<file path="src/core/sda_pkg.sv">
package sda_pkg;

  // ---------------------------------------------------------------
  // link word layout
  // ---------------------------------------------------------------
  localparam int unsigned WORD_W = 16;

  // control word bits
  localparam int unsigned CTL_BACKLIGHT_OFF = 0;
  localparam int unsigned CTL_BUZZER_ON     = 1;
  localparam int unsigned CTL_BUZZER_DIS    = 4;
  localparam int unsigned CTL_AUX_DIS       = 5;
  localparam int unsigned CTL_EXCLUSIVE     = 7;
  localparam int unsigned CTL_ENLARGED      = 8;
  localparam int unsigned CTL_HC_CANCEL     = 11;
  localparam logic [15:0] CTL_USED_MASK     = 16'h09B3;

  // screen word and print request word
  localparam int unsigned SCR_OFF           = 0;
  localparam int unsigned REQ_PRINT         = 2;

  // year word: most significant bit is the clock write flag
  localparam int unsigned YEAR_WRITE_FLAG   = 15;

  // status word bits
  localparam int unsigned STS_PRINTING      = 2;
  localparam int unsigned STS_BL_BURNOUT    = 5;
  localparam int unsigned STS_TOUCH_ERR     = 6;
  localparam int unsigned STS_KEY_TOGGLE    = 8;
  localparam int unsigned STS_EXCLUSIVE     = 9;
  localparam int unsigned STS_ALARM         = 10;

  localparam logic [15:0] WORD_RESET        = 16'h0000;

  // ---------------------------------------------------------------
  // controller register map (apb byte offsets)
  // ---------------------------------------------------------------
  localparam logic [7:0] OFS_CTRL     = 8'h00;
  localparam logic [7:0] OFS_PRINT    = 8'h04;
  localparam logic [7:0] OFS_YEAR     = 8'h08;
  localparam logic [7:0] OFS_MONDATE  = 8'h0C;
  localparam logic [7:0] OFS_TIME     = 8'h10;
  localparam logic [7:0] OFS_STATUS   = 8'h14;
  localparam logic [7:0] OFS_SCREEN   = 8'h18;

  // ---------------------------------------------------------------
  // timing
  // ---------------------------------------------------------------
  localparam int unsigned CLK_HZ          = 10_000_000;
  localparam int unsigned TOUCH_LIMIT_MS  = 5000;
  localparam int unsigned TOUCH_LIMIT_CYC = TOUCH_LIMIT_MS * (CLK_HZ / 1000);

endpackage

</file>
<file path="src/core/sda_link_if.sv">
`timescale 1ns/1ps
interface sda_link_if;
  import sda_pkg::*;

  // controller to panel
  logic [WORD_W-1:0] ctl_word;
  logic [WORD_W-1:0] screen_word;
  logic [WORD_W-1:0] print_req_word;
  logic [WORD_W-1:0] year_word;
  logic [WORD_W-1:0] mondate_word;
  logic [WORD_W-1:0] time_word;
  // panel to controller
  logic [WORD_W-1:0] status_word;
  logic              enlarged_clr;

  modport panel (
    input  ctl_word, screen_word, print_req_word, year_word, mondate_word, time_word,
    output status_word, enlarged_clr
  );
  modport controller (
    output ctl_word, screen_word, print_req_word, year_word, mondate_word, time_word,
    input  status_word, enlarged_clr
  );
endinterface

</file>
<file path="src/core/sda_panel.sv">
`timescale 1ns/1ps
module sda_panel
  import sda_pkg::*;
#(
  parameter int unsigned TOUCH_LIMIT = TOUCH_LIMIT_CYC,
  parameter int unsigned POS_W       = 10
) (
  // clock and reset
  input  wire logic             clk,
  input  wire logic             reset_n,
  // link
  sda_link_if.panel             link,
  // panel events
  input  wire logic             multi_drop,
  input  wire logic             lamp_fail,
  input  wire logic             touch_active,
  input  wire logic [POS_W-1:0] touch_x,
  input  wire logic [POS_W-1:0] touch_y,
  input  wire logic             touch_unused,
  input  wire logic             key_commit,
  input  wire logic             key_out_of_range,
  input  wire logic             screen_change,
  input  wire logic             print_done,
  // panel controls
  output logic                  backlight_on,
  output logic                  display_on,
  output logic                  buzzer,
  output logic                  aux_buzzer,
  output logic                  exclusive_grant,
  output logic                  enlarged_mode,
  output logic                  print_start,
  output logic                  print_cancel,
  output logic                  printing,
  output logic                  rtc_load,
  output logic [WORD_W-1:0]     rtc_year,
  output logic [WORD_W-1:0]     rtc_mondate,
  output logic [WORD_W-1:0]     rtc_time
);

  // ---------------------------------------------------------------
  // edge detection on controller levels
  // ---------------------------------------------------------------
  logic req_q_ff, wflag_q_ff, cancel_q_ff, scr_q_ff;
  logic req_rise, wflag_edge, cancel_rise, scr_rise, cancel_lvl;

  assign cancel_lvl  = link.ctl_word[CTL_HC_CANCEL];
  // only transitions act, so a held level never retriggers
  assign req_rise    = link.print_req_word[REQ_PRINT] && !req_q_ff;
  assign wflag_edge  = link.year_word[YEAR_WRITE_FLAG] != wflag_q_ff;
  assign cancel_rise = cancel_lvl && !cancel_q_ff;
  assign scr_rise    = link.screen_word[SCR_OFF] && !scr_q_ff;

  always_ff @(posedge clk or negedge reset_n) begin
    if (!reset_n) begin
      req_q_ff    <= 1'b0;
      wflag_q_ff  <= 1'b0;
      cancel_q_ff <= 1'b0;
      scr_q_ff    <= 1'b0;
    end else begin
      req_q_ff    <= link.print_req_word[REQ_PRINT];
      wflag_q_ff  <= link.year_word[YEAR_WRITE_FLAG];
      cancel_q_ff <= cancel_lvl;
      scr_q_ff    <= link.screen_word[SCR_OFF];
    end
  end

  // ---------------------------------------------------------------
  // hard copy
  // ---------------------------------------------------------------
  logic printing_ff, print_start_ff, print_cancel_ff;

  always_ff @(posedge clk or negedge reset_n) begin
    if (!reset_n) begin
      printing_ff     <= 1'b0;
      print_start_ff  <= 1'b0;
      print_cancel_ff <= 1'b0;
    end else begin
      // a set cancel bit refuses new hard copies
      print_start_ff  <= req_rise && !cancel_lvl && !printing_ff;
      print_cancel_ff <= cancel_rise && printing_ff;
      if (req_rise && !cancel_lvl && !printing_ff) begin
        printing_ff <= 1'b1;
      end else if (print_done) begin
        // done comes after the last image line; buffer kept
        printing_ff <= 1'b0;
      end
    end
  end
  // cancel bit and request word never cleared here

  // ---------------------------------------------------------------
  // real-time clock reload
  // ---------------------------------------------------------------
  logic              rtc_load_ff;
  logic [WORD_W-1:0] rtc_year_ff;
  logic [WORD_W-1:0] rtc_mondate_ff;
  logic [WORD_W-1:0] rtc_time_ff;

  always_ff @(posedge clk or negedge reset_n) begin
    if (!reset_n) begin
      rtc_load_ff    <= 1'b0;
      rtc_year_ff    <= WORD_RESET;
      rtc_mondate_ff <= WORD_RESET;
      rtc_time_ff    <= WORD_RESET;
    end else begin
      rtc_load_ff <= wflag_edge;
      if (wflag_edge) begin
        // flag bit is a commit marker, not part of the year
        rtc_year_ff    <= {1'b0, link.year_word[14:0]};
        rtc_mondate_ff <= link.mondate_word;
        rtc_time_ff    <= link.time_word;
      end
    end
  end

  // ---------------------------------------------------------------
  // touch hold watchdog
  // ---------------------------------------------------------------
  logic [POS_W-1:0] last_x_ff;
  logic [POS_W-1:0] last_y_ff;
  logic [31:0]      hold_cnt_ff;
  logic             touch_err_ff;
  logic             same_pos;

  assign same_pos = touch_x == last_x_ff && touch_y == last_y_ff;

  always_ff @(posedge clk or negedge reset_n) begin
    if (!reset_n) begin
      last_x_ff    <= '0;
      last_y_ff    <= '0;
      hold_cnt_ff  <= 32'h0000_0000;
      touch_err_ff <= 1'b0;
    end else begin
      last_x_ff <= touch_x;
      last_y_ff <= touch_y;
      if (!touch_active || !same_pos) begin
        hold_cnt_ff  <= 32'h0000_0000;
        touch_err_ff <= 1'b0;
      end else if (hold_cnt_ff < TOUCH_LIMIT) begin
        hold_cnt_ff <= hold_cnt_ff + 32'h0000_0001;
      end else begin
        touch_err_ff <= 1'b1;
      end
    end
  end

  // ---------------------------------------------------------------
  // keypad entry and alarm
  // ---------------------------------------------------------------
  logic key_toggle_ff;
  logic alarm_ff;

  always_ff @(posedge clk or negedge reset_n) begin
    if (!reset_n) begin
      key_toggle_ff <= 1'b0;
    end else if (key_commit) begin
      key_toggle_ff <= !key_toggle_ff;
    end
  end

  always_ff @(posedge clk or negedge reset_n) begin
    if (!reset_n) begin
      alarm_ff <= 1'b0;
    end else if (key_commit && key_out_of_range) begin
      // a fresh violation wins over a screen change
      alarm_ff <= 1'b1;
    end else if (key_commit || screen_change) begin
      alarm_ff <= 1'b0;
    end
  end

  // ---------------------------------------------------------------
  // display, backlight, buzzer, exclusive, enlarged
  // ---------------------------------------------------------------
  logic display_on_ff, backlight_on_ff, buzzer_ff, aux_ff;
  logic excl_ff, enlarged_ff, enl_clr_ff, burnout_ff;

  always_ff @(posedge clk or negedge reset_n) begin
    if (!reset_n) begin
      display_on_ff <= 1'b1;
    end else if (touch_active) begin
      display_on_ff <= 1'b1;
    end else if (scr_rise) begin
      display_on_ff <= 1'b0;
    end
  end

  always_ff @(posedge clk or negedge reset_n) begin
    if (!reset_n) begin
      backlight_on_ff <= 1'b1;
      buzzer_ff       <= 1'b0;
      aux_ff          <= 1'b0;
      excl_ff         <= 1'b0;
      enlarged_ff     <= 1'b0;
      enl_clr_ff      <= 1'b0;
      burnout_ff      <= 1'b0;
    end else begin
      // only the lamp; display and touch keep running
      backlight_on_ff <= !link.ctl_word[CTL_BACKLIGHT_OFF];
      buzzer_ff       <= link.ctl_word[CTL_BUZZER_ON] &&
                         !link.ctl_word[CTL_BUZZER_DIS];
      aux_ff          <= link.ctl_word[CTL_BUZZER_ON] &&
                         !link.ctl_word[CTL_AUX_DIS];
      excl_ff         <= multi_drop && link.ctl_word[CTL_EXCLUSIVE];
      enlarged_ff     <= link.ctl_word[CTL_ENLARGED] && !enl_clr_ff;
      // pulse asks the controller to drop the mode bit
      enl_clr_ff      <= link.ctl_word[CTL_ENLARGED] && touch_unused && !enl_clr_ff;
      burnout_ff      <= lamp_fail;
    end
  end

  // ---------------------------------------------------------------
  // status word and outputs
  // ---------------------------------------------------------------
  logic [WORD_W-1:0] status_ff;

  // reserved status bits are driven zero; controller must not rely on it
  always_ff @(posedge clk or negedge reset_n) begin
    if (!reset_n) begin
      status_ff <= WORD_RESET;
    end else begin
      status_ff                 <= WORD_RESET;
      status_ff[STS_PRINTING]   <= printing_ff || (req_rise && !cancel_lvl);
      status_ff[STS_BL_BURNOUT] <= burnout_ff;
      status_ff[STS_TOUCH_ERR]  <= touch_err_ff;
      status_ff[STS_KEY_TOGGLE] <= key_toggle_ff;
      status_ff[STS_EXCLUSIVE]  <= excl_ff;
      status_ff[STS_ALARM]      <= alarm_ff;
    end
  end

  assign link.status_word  = status_ff;
  assign link.enlarged_clr = enl_clr_ff;
  assign backlight_on      = backlight_on_ff;
  assign display_on        = display_on_ff;
  assign buzzer            = buzzer_ff;
  assign aux_buzzer        = aux_ff;
  assign exclusive_grant   = excl_ff;
  assign enlarged_mode     = enlarged_ff;
  assign print_start       = print_start_ff;
  assign print_cancel      = print_cancel_ff;
  assign printing          = printing_ff;
  assign rtc_load          = rtc_load_ff;
  assign rtc_year          = rtc_year_ff;
  assign rtc_mondate       = rtc_mondate_ff;
  assign rtc_time          = rtc_time_ff;

endmodule

</file>
<file path="src/flat_wrapper.sv">
// flat-port wrapper written by rule: the top's interface ports become plain ports
module sda_panel_flat import sda_pkg::*;
#(
  parameter int unsigned TOUCH_LIMIT = TOUCH_LIMIT_CYC,
  parameter int unsigned POS_W       = 10
)
  (clk, reset_n, multi_drop, lamp_fail, touch_active, touch_x, touch_y, touch_unused, key_commit, key_out_of_range, screen_change, print_done, backlight_on, display_on, buzzer, aux_buzzer, exclusive_grant, enlarged_mode, print_start, print_cancel, printing, rtc_load, rtc_year, rtc_mondate, rtc_time, link_ctl_word, link_screen_word, link_print_req_word, link_year_word, link_mondate_word, link_time_word, link_status_word, link_enlarged_clr);
  sda_link_if link_i ();
  input  wire logic clk;
  input  wire logic reset_n;
  input  wire logic multi_drop;
  input  wire logic lamp_fail;
  input  wire logic touch_active;
  input  wire logic [POS_W-1:0] touch_x;
  input  wire logic [POS_W-1:0] touch_y;
  input  wire logic touch_unused;
  input  wire logic key_commit;
  input  wire logic key_out_of_range;
  input  wire logic screen_change;
  input  wire logic print_done;
  output logic backlight_on;
  output logic display_on;
  output logic buzzer;
  output logic aux_buzzer;
  output logic exclusive_grant;
  output logic enlarged_mode;
  output logic print_start;
  output logic print_cancel;
  output logic printing;
  output logic rtc_load;
  output logic [WORD_W-1:0] rtc_year;
  output logic [WORD_W-1:0] rtc_mondate;
  output logic [WORD_W-1:0] rtc_time;
  input wire logic [$bits(link_i.ctl_word)-1:0] link_ctl_word;
  input wire logic [$bits(link_i.screen_word)-1:0] link_screen_word;
  input wire logic [$bits(link_i.print_req_word)-1:0] link_print_req_word;
  input wire logic [$bits(link_i.year_word)-1:0] link_year_word;
  input wire logic [$bits(link_i.mondate_word)-1:0] link_mondate_word;
  input wire logic [$bits(link_i.time_word)-1:0] link_time_word;
  output wire logic [$bits(link_i.status_word)-1:0] link_status_word;
  output wire logic [$bits(link_i.enlarged_clr)-1:0] link_enlarged_clr;
  assign link_i.ctl_word = link_ctl_word;
  assign link_i.screen_word = link_screen_word;
  assign link_i.print_req_word = link_print_req_word;
  assign link_i.year_word = link_year_word;
  assign link_i.mondate_word = link_mondate_word;
  assign link_i.time_word = link_time_word;
  assign link_status_word = link_i.status_word;
  assign link_enlarged_clr = link_i.enlarged_clr;
  sda_panel #(.TOUCH_LIMIT(TOUCH_LIMIT), .POS_W(POS_W)) u_core (.clk(clk), .reset_n(reset_n), .link(link_i), .multi_drop(multi_drop), .lamp_fail(lamp_fail), .touch_active(touch_active), .touch_x(touch_x), .touch_y(touch_y), .touch_unused(touch_unused), .key_commit(key_commit), .key_out_of_range(key_out_of_range), .screen_change(screen_change), .print_done(print_done), .backlight_on(backlight_on), .display_on(display_on), .buzzer(buzzer), .aux_buzzer(aux_buzzer), .exclusive_grant(exclusive_grant), .enlarged_mode(enlarged_mode), .print_start(print_start), .print_cancel(print_cancel), .printing(printing), .rtc_load(rtc_load), .rtc_year(rtc_year), .rtc_mondate(rtc_mondate), .rtc_time(rtc_time));
endmodule
</file>
<file path="config.mk">
export PLATFORM = sky130hd
export DESIGN_NAME = sda_panel_flat
export DESIGN_NICKNAME = d
export VERILOG_FILES = /design/src/core/sda_pkg.sv /design/src/core/sda_link_if.sv /design/src/core/sda_panel.sv /design/src/flat_wrapper.sv
export SDC_FILE = /design/constraint.sdc
export NUM_CORES = 1
export LEC_CHECK = 0
export BUFFER_PORTS_ARGS = -buffer_cell sky130_fd_sc_hd__buf_2
export CAP_MARGIN = 40
export CORE_MARGIN = 10
export CORE_UTILIZATION = 52
export CTS_CLUSTER_SIZE = 24
export DETAILED_ROUTE_END_ITERATION = 8
export GPL_TIMING_DRIVEN = 0
export PLACE_DENSITY = 0.85
export SYNTH_ARGS = -nofsm -noshare
export SYNTH_HDL_FRONTEND = slang
export SYNTH_SLANG_ARGS = --single-unit
</file>
<file path="constraint.sdc">
create_clock -name clk -period 6.4 [get_ports clk]
set_clock_uncertainty 0.2 [all_clocks]
set_input_delay 1.28 -clock clk [delete_from_list [all_inputs] [get_ports clk]]
set_output_delay 1.28 -clock clk [all_outputs]
set_load 0.02 [all_outputs]
</file>
==> run_results.csv, run 1 <==
group,metric,value,unit
synth,synth.most_common_cell,"dfrtp_1",
synth,synthCells,391,
route,vias,3764,
synth,synthTopCellsByCount,"dfrtp_1, mux2_2, a21oi_1",
clocking,cts_root_buffer,"clkbuf_8",
clocking,numClockSinks,124,
floorplanning,rows,35,
min_path,hold_path_class,"reg -> reg",
global_route,grt_pass1_wl,21100,um
clocking,cts.clk_slew.worst_paths,60,ps
critical_path,critPathMaxFanout,10,
clocking,cts_tree,"yes",
critical_path,cp_common_cell,"clkbuf_1",
timing,drv_slew,0,
synth,netlist.area_leader.share,61.9,%
global_route,grt_overflow_total,0,
min_path,min_from,"u_core.burnout_ff$_DFF_PN0_",
floorplanning,dieArea,13800,um^2
timing,layout_min_cycle_time,2810,ps
clocking,cts_setup_buffers,0,
route,drtAntennaViolNets,0,
finish,layout-drive-gt1-share,42.0,%
clocking,ctsResizeCount,0,
floorplanning,die_x,117,um
floorplanning,ioPinCount,201,
critical_path,criticalPathCategory,"in -> reg",
critical_path,cp-end-kind,"flop",
critical_path,reg2reg_from,"u_core.hold_cnt_ff[28]$_DFFE_PN0P_",
finish,final_nets,698,
synth,seq_area_frac_synth,62.9,%
finish,fillers,638,
route,routed_wl,12900,um
placement,numPortBuffers,150,
placement,hpwl,9540,um
placement,gp_congestion,0.887,
timing,max_slew_margin,59.7,%
finish,finalNonFillerCells,712,
clocking,clk_latency,510,ps
global_route,use_met1,18.1,%
floorplanning,start_util,53.4,%
clocking,numCtsBuffers,17,
finish,multi_input_area,1690,um^2
global_route,grt_pass1_vias,4099,
synth,yosys_warnings,0,
critical_path,arrival,3010,ps
floorplanning,core-area,9240,um^2
timing,finalCritPeriodShare,44.0,%
timing,hold_viol,0,
global_route,busiest_layer,"met2",
route,dr.pass1.iters,5,
finish,final-seq-area,3110,um^2
power_and_ir_drop,power.density,340,nW/um^2
critical_path,path_cells,"buf_2 > xor2_1 > clkbuf_1 > clkbuf_1 > mux2_2",
synth,ys_top_cells_by_area,"dfrtp_1, mux2_2, xnor2_1",
finish,syn_to_final_growth,33.4,%
synth,synth_area,4930,um^2
finish,n_antenna_cell,0,
run,max-cap-violations,0,
critical_path,critPathLaunchType,"input pin",
timing,fmax,355,MHz
clocking,hold_buffers,0,
synth,yosysTopAreaCell,"dfrtp_1",
global_route,use_met3,11.7,%
global_route,antenna_found_initial,1,
critical_path,cp_top_family,"buffers and inverters",
timing,worst-slew-pin-transition,604,ps
run_status,status,"complete, no violations",
clocking,clockBufferDepth,2,
placement,dp.cells,681,
critical_path,timing.critical_path.from,"link_year_word[15]",
global_route,grt.total_usage,18.7,%
route,wl_per_cell,18.2,um
floorplanning,chipHeight,117,um
synth,async_flop_share,100,%
clocking,ctsHtreeMaxLevel,4,
synth,yosys_register_bits,124,
power_and_ir_drop,vdd_drop_max,0.298,mV
synth,ys_types,39,
power_and_ir_drop,power.leakage,3.01,nW
critical_path,slowest_delay,500,ps
route,post_drt_via_cell_ratio,5.29,
global_route,use_met2,32.1,%
synth,synth-edff-count,0,
global_route,grt_max_degree,93,
timing,rsz0062_at_grt,"no",
critical_path,crit_buf_inv,3,
critical_path,required,6590,ps
route,first_iter_violations,205,
synth,synthFlopType,"dfrtp_1",
route,drcViolationCount,0,
finish,fin_util,71.3,%
timing,setup_viol,0,
critical_path,slowest_stage,"clkbuf_1",
timing,setup_tns,0,ps
synth,synth.avg_cell_area,12.6,um^2
[cell type report]
class                   instances  share of cell area (%)
clock inverters                13                    3.63
inverters                      10                   0.570
plain buffers                  27                    2.19
well taps                     129                    2.45
multi-input cells             240                    25.6
flip-flops and latches        124                    47.2
repair buffers                151                    11.9
clock buffers                  18                    6.50
[worst register-to-register path: stages, from the launching register on]
cell and delay (ps):
dfrtp_1 380, nor4_1 470, nand3_1 150, o22a_1 280, clkbuf_1 240, clkbuf_1 310, o31ai_1 330, a21oi_1 100
[final timing paths]
check,end,slack [ps],cells after the start
setup reg to reg,u_core.hold_cnt_ff[16]$_DFFE_PN0P_,3800,7
setup / recovery,u_core.rtc_time[2]$_DFFE_PN0P_,3590,5
hold / removal,u_core.link.status_word[5]$_DFF_PN0_,160,0
min in group asynchronous,u_core.last_x_ff[5]$_DFF_PN0_,450,1
max in group asynchronous,u_core.backlight_on$_DFF_PN1_,4810,2
hold reg to reg,u_core.link.status_word[5]$_DFF_PN0_,160,0
[sequential cells by signal (all words and copies together) (netlist names), 6 cells and up]
signal                   flops
u_core.rtc_year             15
u_core.last_y_ff            10
u_core.hold_cnt_ff          32
u_core.rtc_time             16
u_core.last_x_ff            10
u_core.rtc_mondate          16
u_core.link.status_word      6
[per-layer routing]
layer	vias up	wire, um
met4	2	193
met2	201	6540
met1	1808	4370
li1	1729	-
met3	24	1830
met5	-	12
[cells by family after synthesis]
group | Yosys count | share of synthesized area [%]
multiplexers | 48 | 10.9
flip-flops | 124 | 62.9
AO/OA/AOI/OAI | 54 | 6.54
AND/OR/NAND/NOR | 103 | 11.5
XOR/XNOR | 23 | 4.08
other | 1 | 0.0760
buffers and inverters | 37 | 3.68
adder cells (fa/ha/maj) | 1 | 0.254
[per-stage QoR]
step                worst slack (ps)  cell area [um^2]  power (mW)  hold WS (ps)
floorplan                       3540              4970        1.05           131
global placement                2420              5880        1.16           138
detailed placement              3070              5920        1.18           137
CTS                             3570              6590        2.26           159
global route                    3470              6590        2.32           158
finish                          3590              6590        2.24           155
[report_power, final]
| part | total, mW | switching [mW] | leakage [nW] | internal [mW] |
|---|---|---|---|---|
| logic | 0.279 | 0.162 | 1.16 | 0.117 |
| registers | 0.883 | 0.0325 | 1.54 | 0.851 |
| clock network | 1.08 | 0.352 | 0.318 | 0.723 |
| total | 2.24 | 0.547 | 3.01 | 1.69 |
[layout by cell type, fill, tap and decap left out, drive strengths merged, types with 2 or more instances in the layout]
cell type,netlist,final
dfstp,2,2
clkinvlp,0,2
clkinv,0,3
and2,3,3
o31ai,12,12
nor2b,4,4
or3,12,12
nor2,20,20
o21ai,10,10
or4b,2,2
a21oi,25,25
or4,13,13
a21o,2,2
bufinv,0,6
nor4,4,4
buf,13,164
nand2,17,17
inv,10,12
and3,2,2
or2,2,2
xnor2,16,16
nand4,10,10
nand3,11,11
xor2,7,7
mux2,47,47
clkbuf,14,32
conb,1,11
dfrtp,122,122
No activity file was read; power rests on OpenSTA's default activity.
==> run 2: changes to the inputs <==
Settings changed: ABC_AREA set to 1, CORE_UTILIZATION 52 to 45, PLACE_DENSITY 0.85 to 0.77.
Clock period 6.4 ns to 2.58 ns, I/O delays scaled along.
==> run 2 against run 1 <==
Hold slack got worse by 140 ps. Final cell count increased by 26%. Via count increased by 11%. Sequential power increased to 2.5 times the previous value. Wire length about the same. Combinational power increased to 2.7 times the previous value. Critical path depth increased by 5. Final area increased by 7.8%. Count of clock-buffer cells in the layout unchanged. First-iteration DRC count decreased by 36%. Clock power increased by 130%. Largest cell class unchanged.
==> run_results.csv, run 2 <==
group,metric,value,unit
route,vias,4169,
finish,regMostFlops,"u_core.hold_cnt_ff",
placement,place_area,6440,um^2
synth,synthFlopType,"dfrtp_1",
floorplanning,ioPinCount,201,
finish,n_antenna_cell,0,
finish,final_cell_mix,"buf_2, dfrtp_1, nand2_1, inv_1, nor2_1",
power_and_ir_drop,finalPower,5.43,mW
clocking,cts.clk_slew.worst_paths,60,ps
run_status,status,"complete, no violations",
critical_path,reg2reg_from,"u_core.hold_cnt_ff[0]$_DFFE_PN0P_",
clocking,numClockSinks,124,
clocking,ctsResizeCount,0,
timing,layout_min_cycle_time,1970,ps
clocking,clockBufferDepth,2,
route,drcViolationCount,0,
floorplanning,die_x,130,um
finish,fillers,1001,
global_route,grt_pass1_wl,21600,um
clocking,ctsHtreeMaxLevel,4,
synth,ys_top_cells_by_area,"dfrtp_1, mux2_2, nand2_1",
timing,setup_tns,0,ps
critical_path,rrSetupSlack,610,ps
global_route,antenna_found_initial,0,
placement,gp_congestion,0.853,
floorplanning,chipHeight,130,um
floorplanning,start_util,45.6,%
clocking,cts_tree,"yes",
synth,synth.avg_cell_area,9.79,um^2
critical_path,criticalPathCategory,"reg -> reg",
power_and_ir_drop,power.leakage,3.52,nW
route,first_iter_violations,132,
finish,final_nets,865,
clocking,clk_latency,420,ps
min_path,hold_path_class,"in -> reg",
finish,finalNonFillerCells,898,
power_and_ir_drop,vdd_drop_max,0.668,mV
finish,fin_util,59.6,%
finish,largest_reg_flops,32,
synth,netlist.area_leader.share,56.2,%
placement,pre_cts_slack,475,ps
synth,seq_area_frac_synth,57.1,%
route,drtAntennaViolNets,0,
global_route,grt_pass1_vias,4465,
critical_path,critPathMaxFanout,4,
critical_path,cp-end-kind,"flop",
clocking,cts_root_buffer,"clkbuf_16",
timing,drv_slew,0,
timing,setup_viol,0,
timing,rsz0062_at_grt,"no",
power_and_ir_drop,power.density,766,nW/um^2
synth,synthCells,555,
global_route,grt_max_degree,88,
critical_path,critPathLaunchType,"flop",
route,routed_wl,13000,um
placement,numPortBuffers,150,
finish,layout_commonest_cell,"buf_2",
critical_path,reg2regPathDepth,10,
global_route,grt_overflow_total,0,
route,dr.pass1.iters,5,
synth,synth.most_common_cell,"dfrtp_1",
timing,hold_ws,15.3,ps
run,max-cap-violations,0,
critical_path,r2r-end,"u_core.hold_cnt_ff[14]$_DFFE_PN0P_",
floorplanning,rows,40,
floorplanning,core-area,11900,um^2
timing,setup_ws,610,ps
route,wl_per_cell,14.4,um
placement,dp.cells,863,
synth,async_flop_share,100,%
synth,synth_area,5440,um^2
clocking,numCtsBuffers,17,
synth,yosys_register_bits,124,
timing,fmax,508,MHz
critical_path,required,2680,ps
timing,hold_viol,0,
synth,synthTopCellsByCount,"dfrtp_1, nand2_1, inv_1",
synth,yosysTopAreaCell,"dfrtp_1",
synth,ys_types,38,
critical_path,timing.critical_path.from,"u_core.hold_cnt_ff[0]$_DFFE_PN0P_",
finish,fin_area,7100,um^2
finish,layout-drive-gt1-share,39.0,%
route,post_drt_via_cell_ratio,4.64,
synth,yosys_warnings,0,
timing,finalCritPeriodShare,76.4,%
synth,synth-edff-count,0,
critical_path,cp-endpoint,"u_core.hold_cnt_ff[14]$_DFFE_PN0P_",
placement,hpwl,9700,um
finish,syn_to_final_growth,30.5,%
global_route,grt.total_usage,16.5,%
floorplanning,dieArea,16900,um^2
critical_path,arrival,2070,ps
run 2: metal layers:
layer,global-route usage [%],share of wire (%),up-vias
li1,-,-,2061
met2,29.7,54,110
met1,16.9,37,1986
met5,0,0,-
met3,6.09,6.9,12
met4,7.14,1.4,0
run 2: report_power, final:
part | switching (mW) | total [mW] | leakage [nW] | internal, mW
logic | 0.446 | 0.748 | 1.68 | 0.302
clock network | 0.915 | 2.48 | 0.301 | 1.57
registers | 0.0849 | 2.21 | 1.54 | 2.12
run 2: cells by family after synthesis:
| group | after synthesis | synth area share (%) |
|---|---|---|
| simple gates | 232 | 19.2 |
| flops | 124 | 57.1 |
| buf+inv | 112 | 9.39 |
| mux | 47 | 9.74 |
| compound gates | 34 | 3.59 |
| xor+xnor | 4 | 0.645 |
| fa+ha+maj | 1 | 0.230 |
| other cells | 1 | 0.0690 |
run 2: worst min-delay path by stage:
stage | slack [ps] | cells past startpoint | startpoint | endpoint
global route | 0.6 | 1 | link_ctl_word[11] | u_core.cancel_q_ff$_DFF_PN0_
finish | 20 | 1 | link_ctl_word[11] | u_core.cancel_q_ff$_DFF_PN0_
floorplan | 20 | 0 | reset_n | u_core.alarm_ff$_DFFE_PN0P_
global placement | 130 | 0 | u_core.burnout_ff$_DFF_PN0_ | u_core.link.status_word[5]$_DFF_PN0_
CTS | 0.1 | 1 | link_ctl_word[11] | u_core.cancel_q_ff$_DFF_PN0_
detailed placement | 140 | 0 | u_core.burnout_ff$_DFF_PN0_ | u_core.link.status_word[5]$_DFF_PN0_
run 2: worst max-delay path, stage by stage (launching register included):
cell and delay (ps):
dfrtp_1 390, ha_1 180, nand2_1 90, nor2_2 180
nand2_2 120, nor2_4 150, inv_1 90, nor3_1 130
nand2_1 90, o21ai_0 180, nor2_1 60
run 2: final cells by class:
type	count	area (um^2)	share of cell area, %
sequential	124	3110	43.8
multi-input combinational	329	1860	26.2
timing repair buffer	154	815	11.5
clock buffer	18	439	6.19
inverter	90	343	4.83
clock inverter	14	185	2.61
tap	147	184	2.59
buffer	22	168	2.36
run 2: repair_timing:
action | 4_1_cts | 5_1_grt
setup buffers | 0 | 0
hold endpoints to repair | 38 | 0
hold buffers | 3 | 0
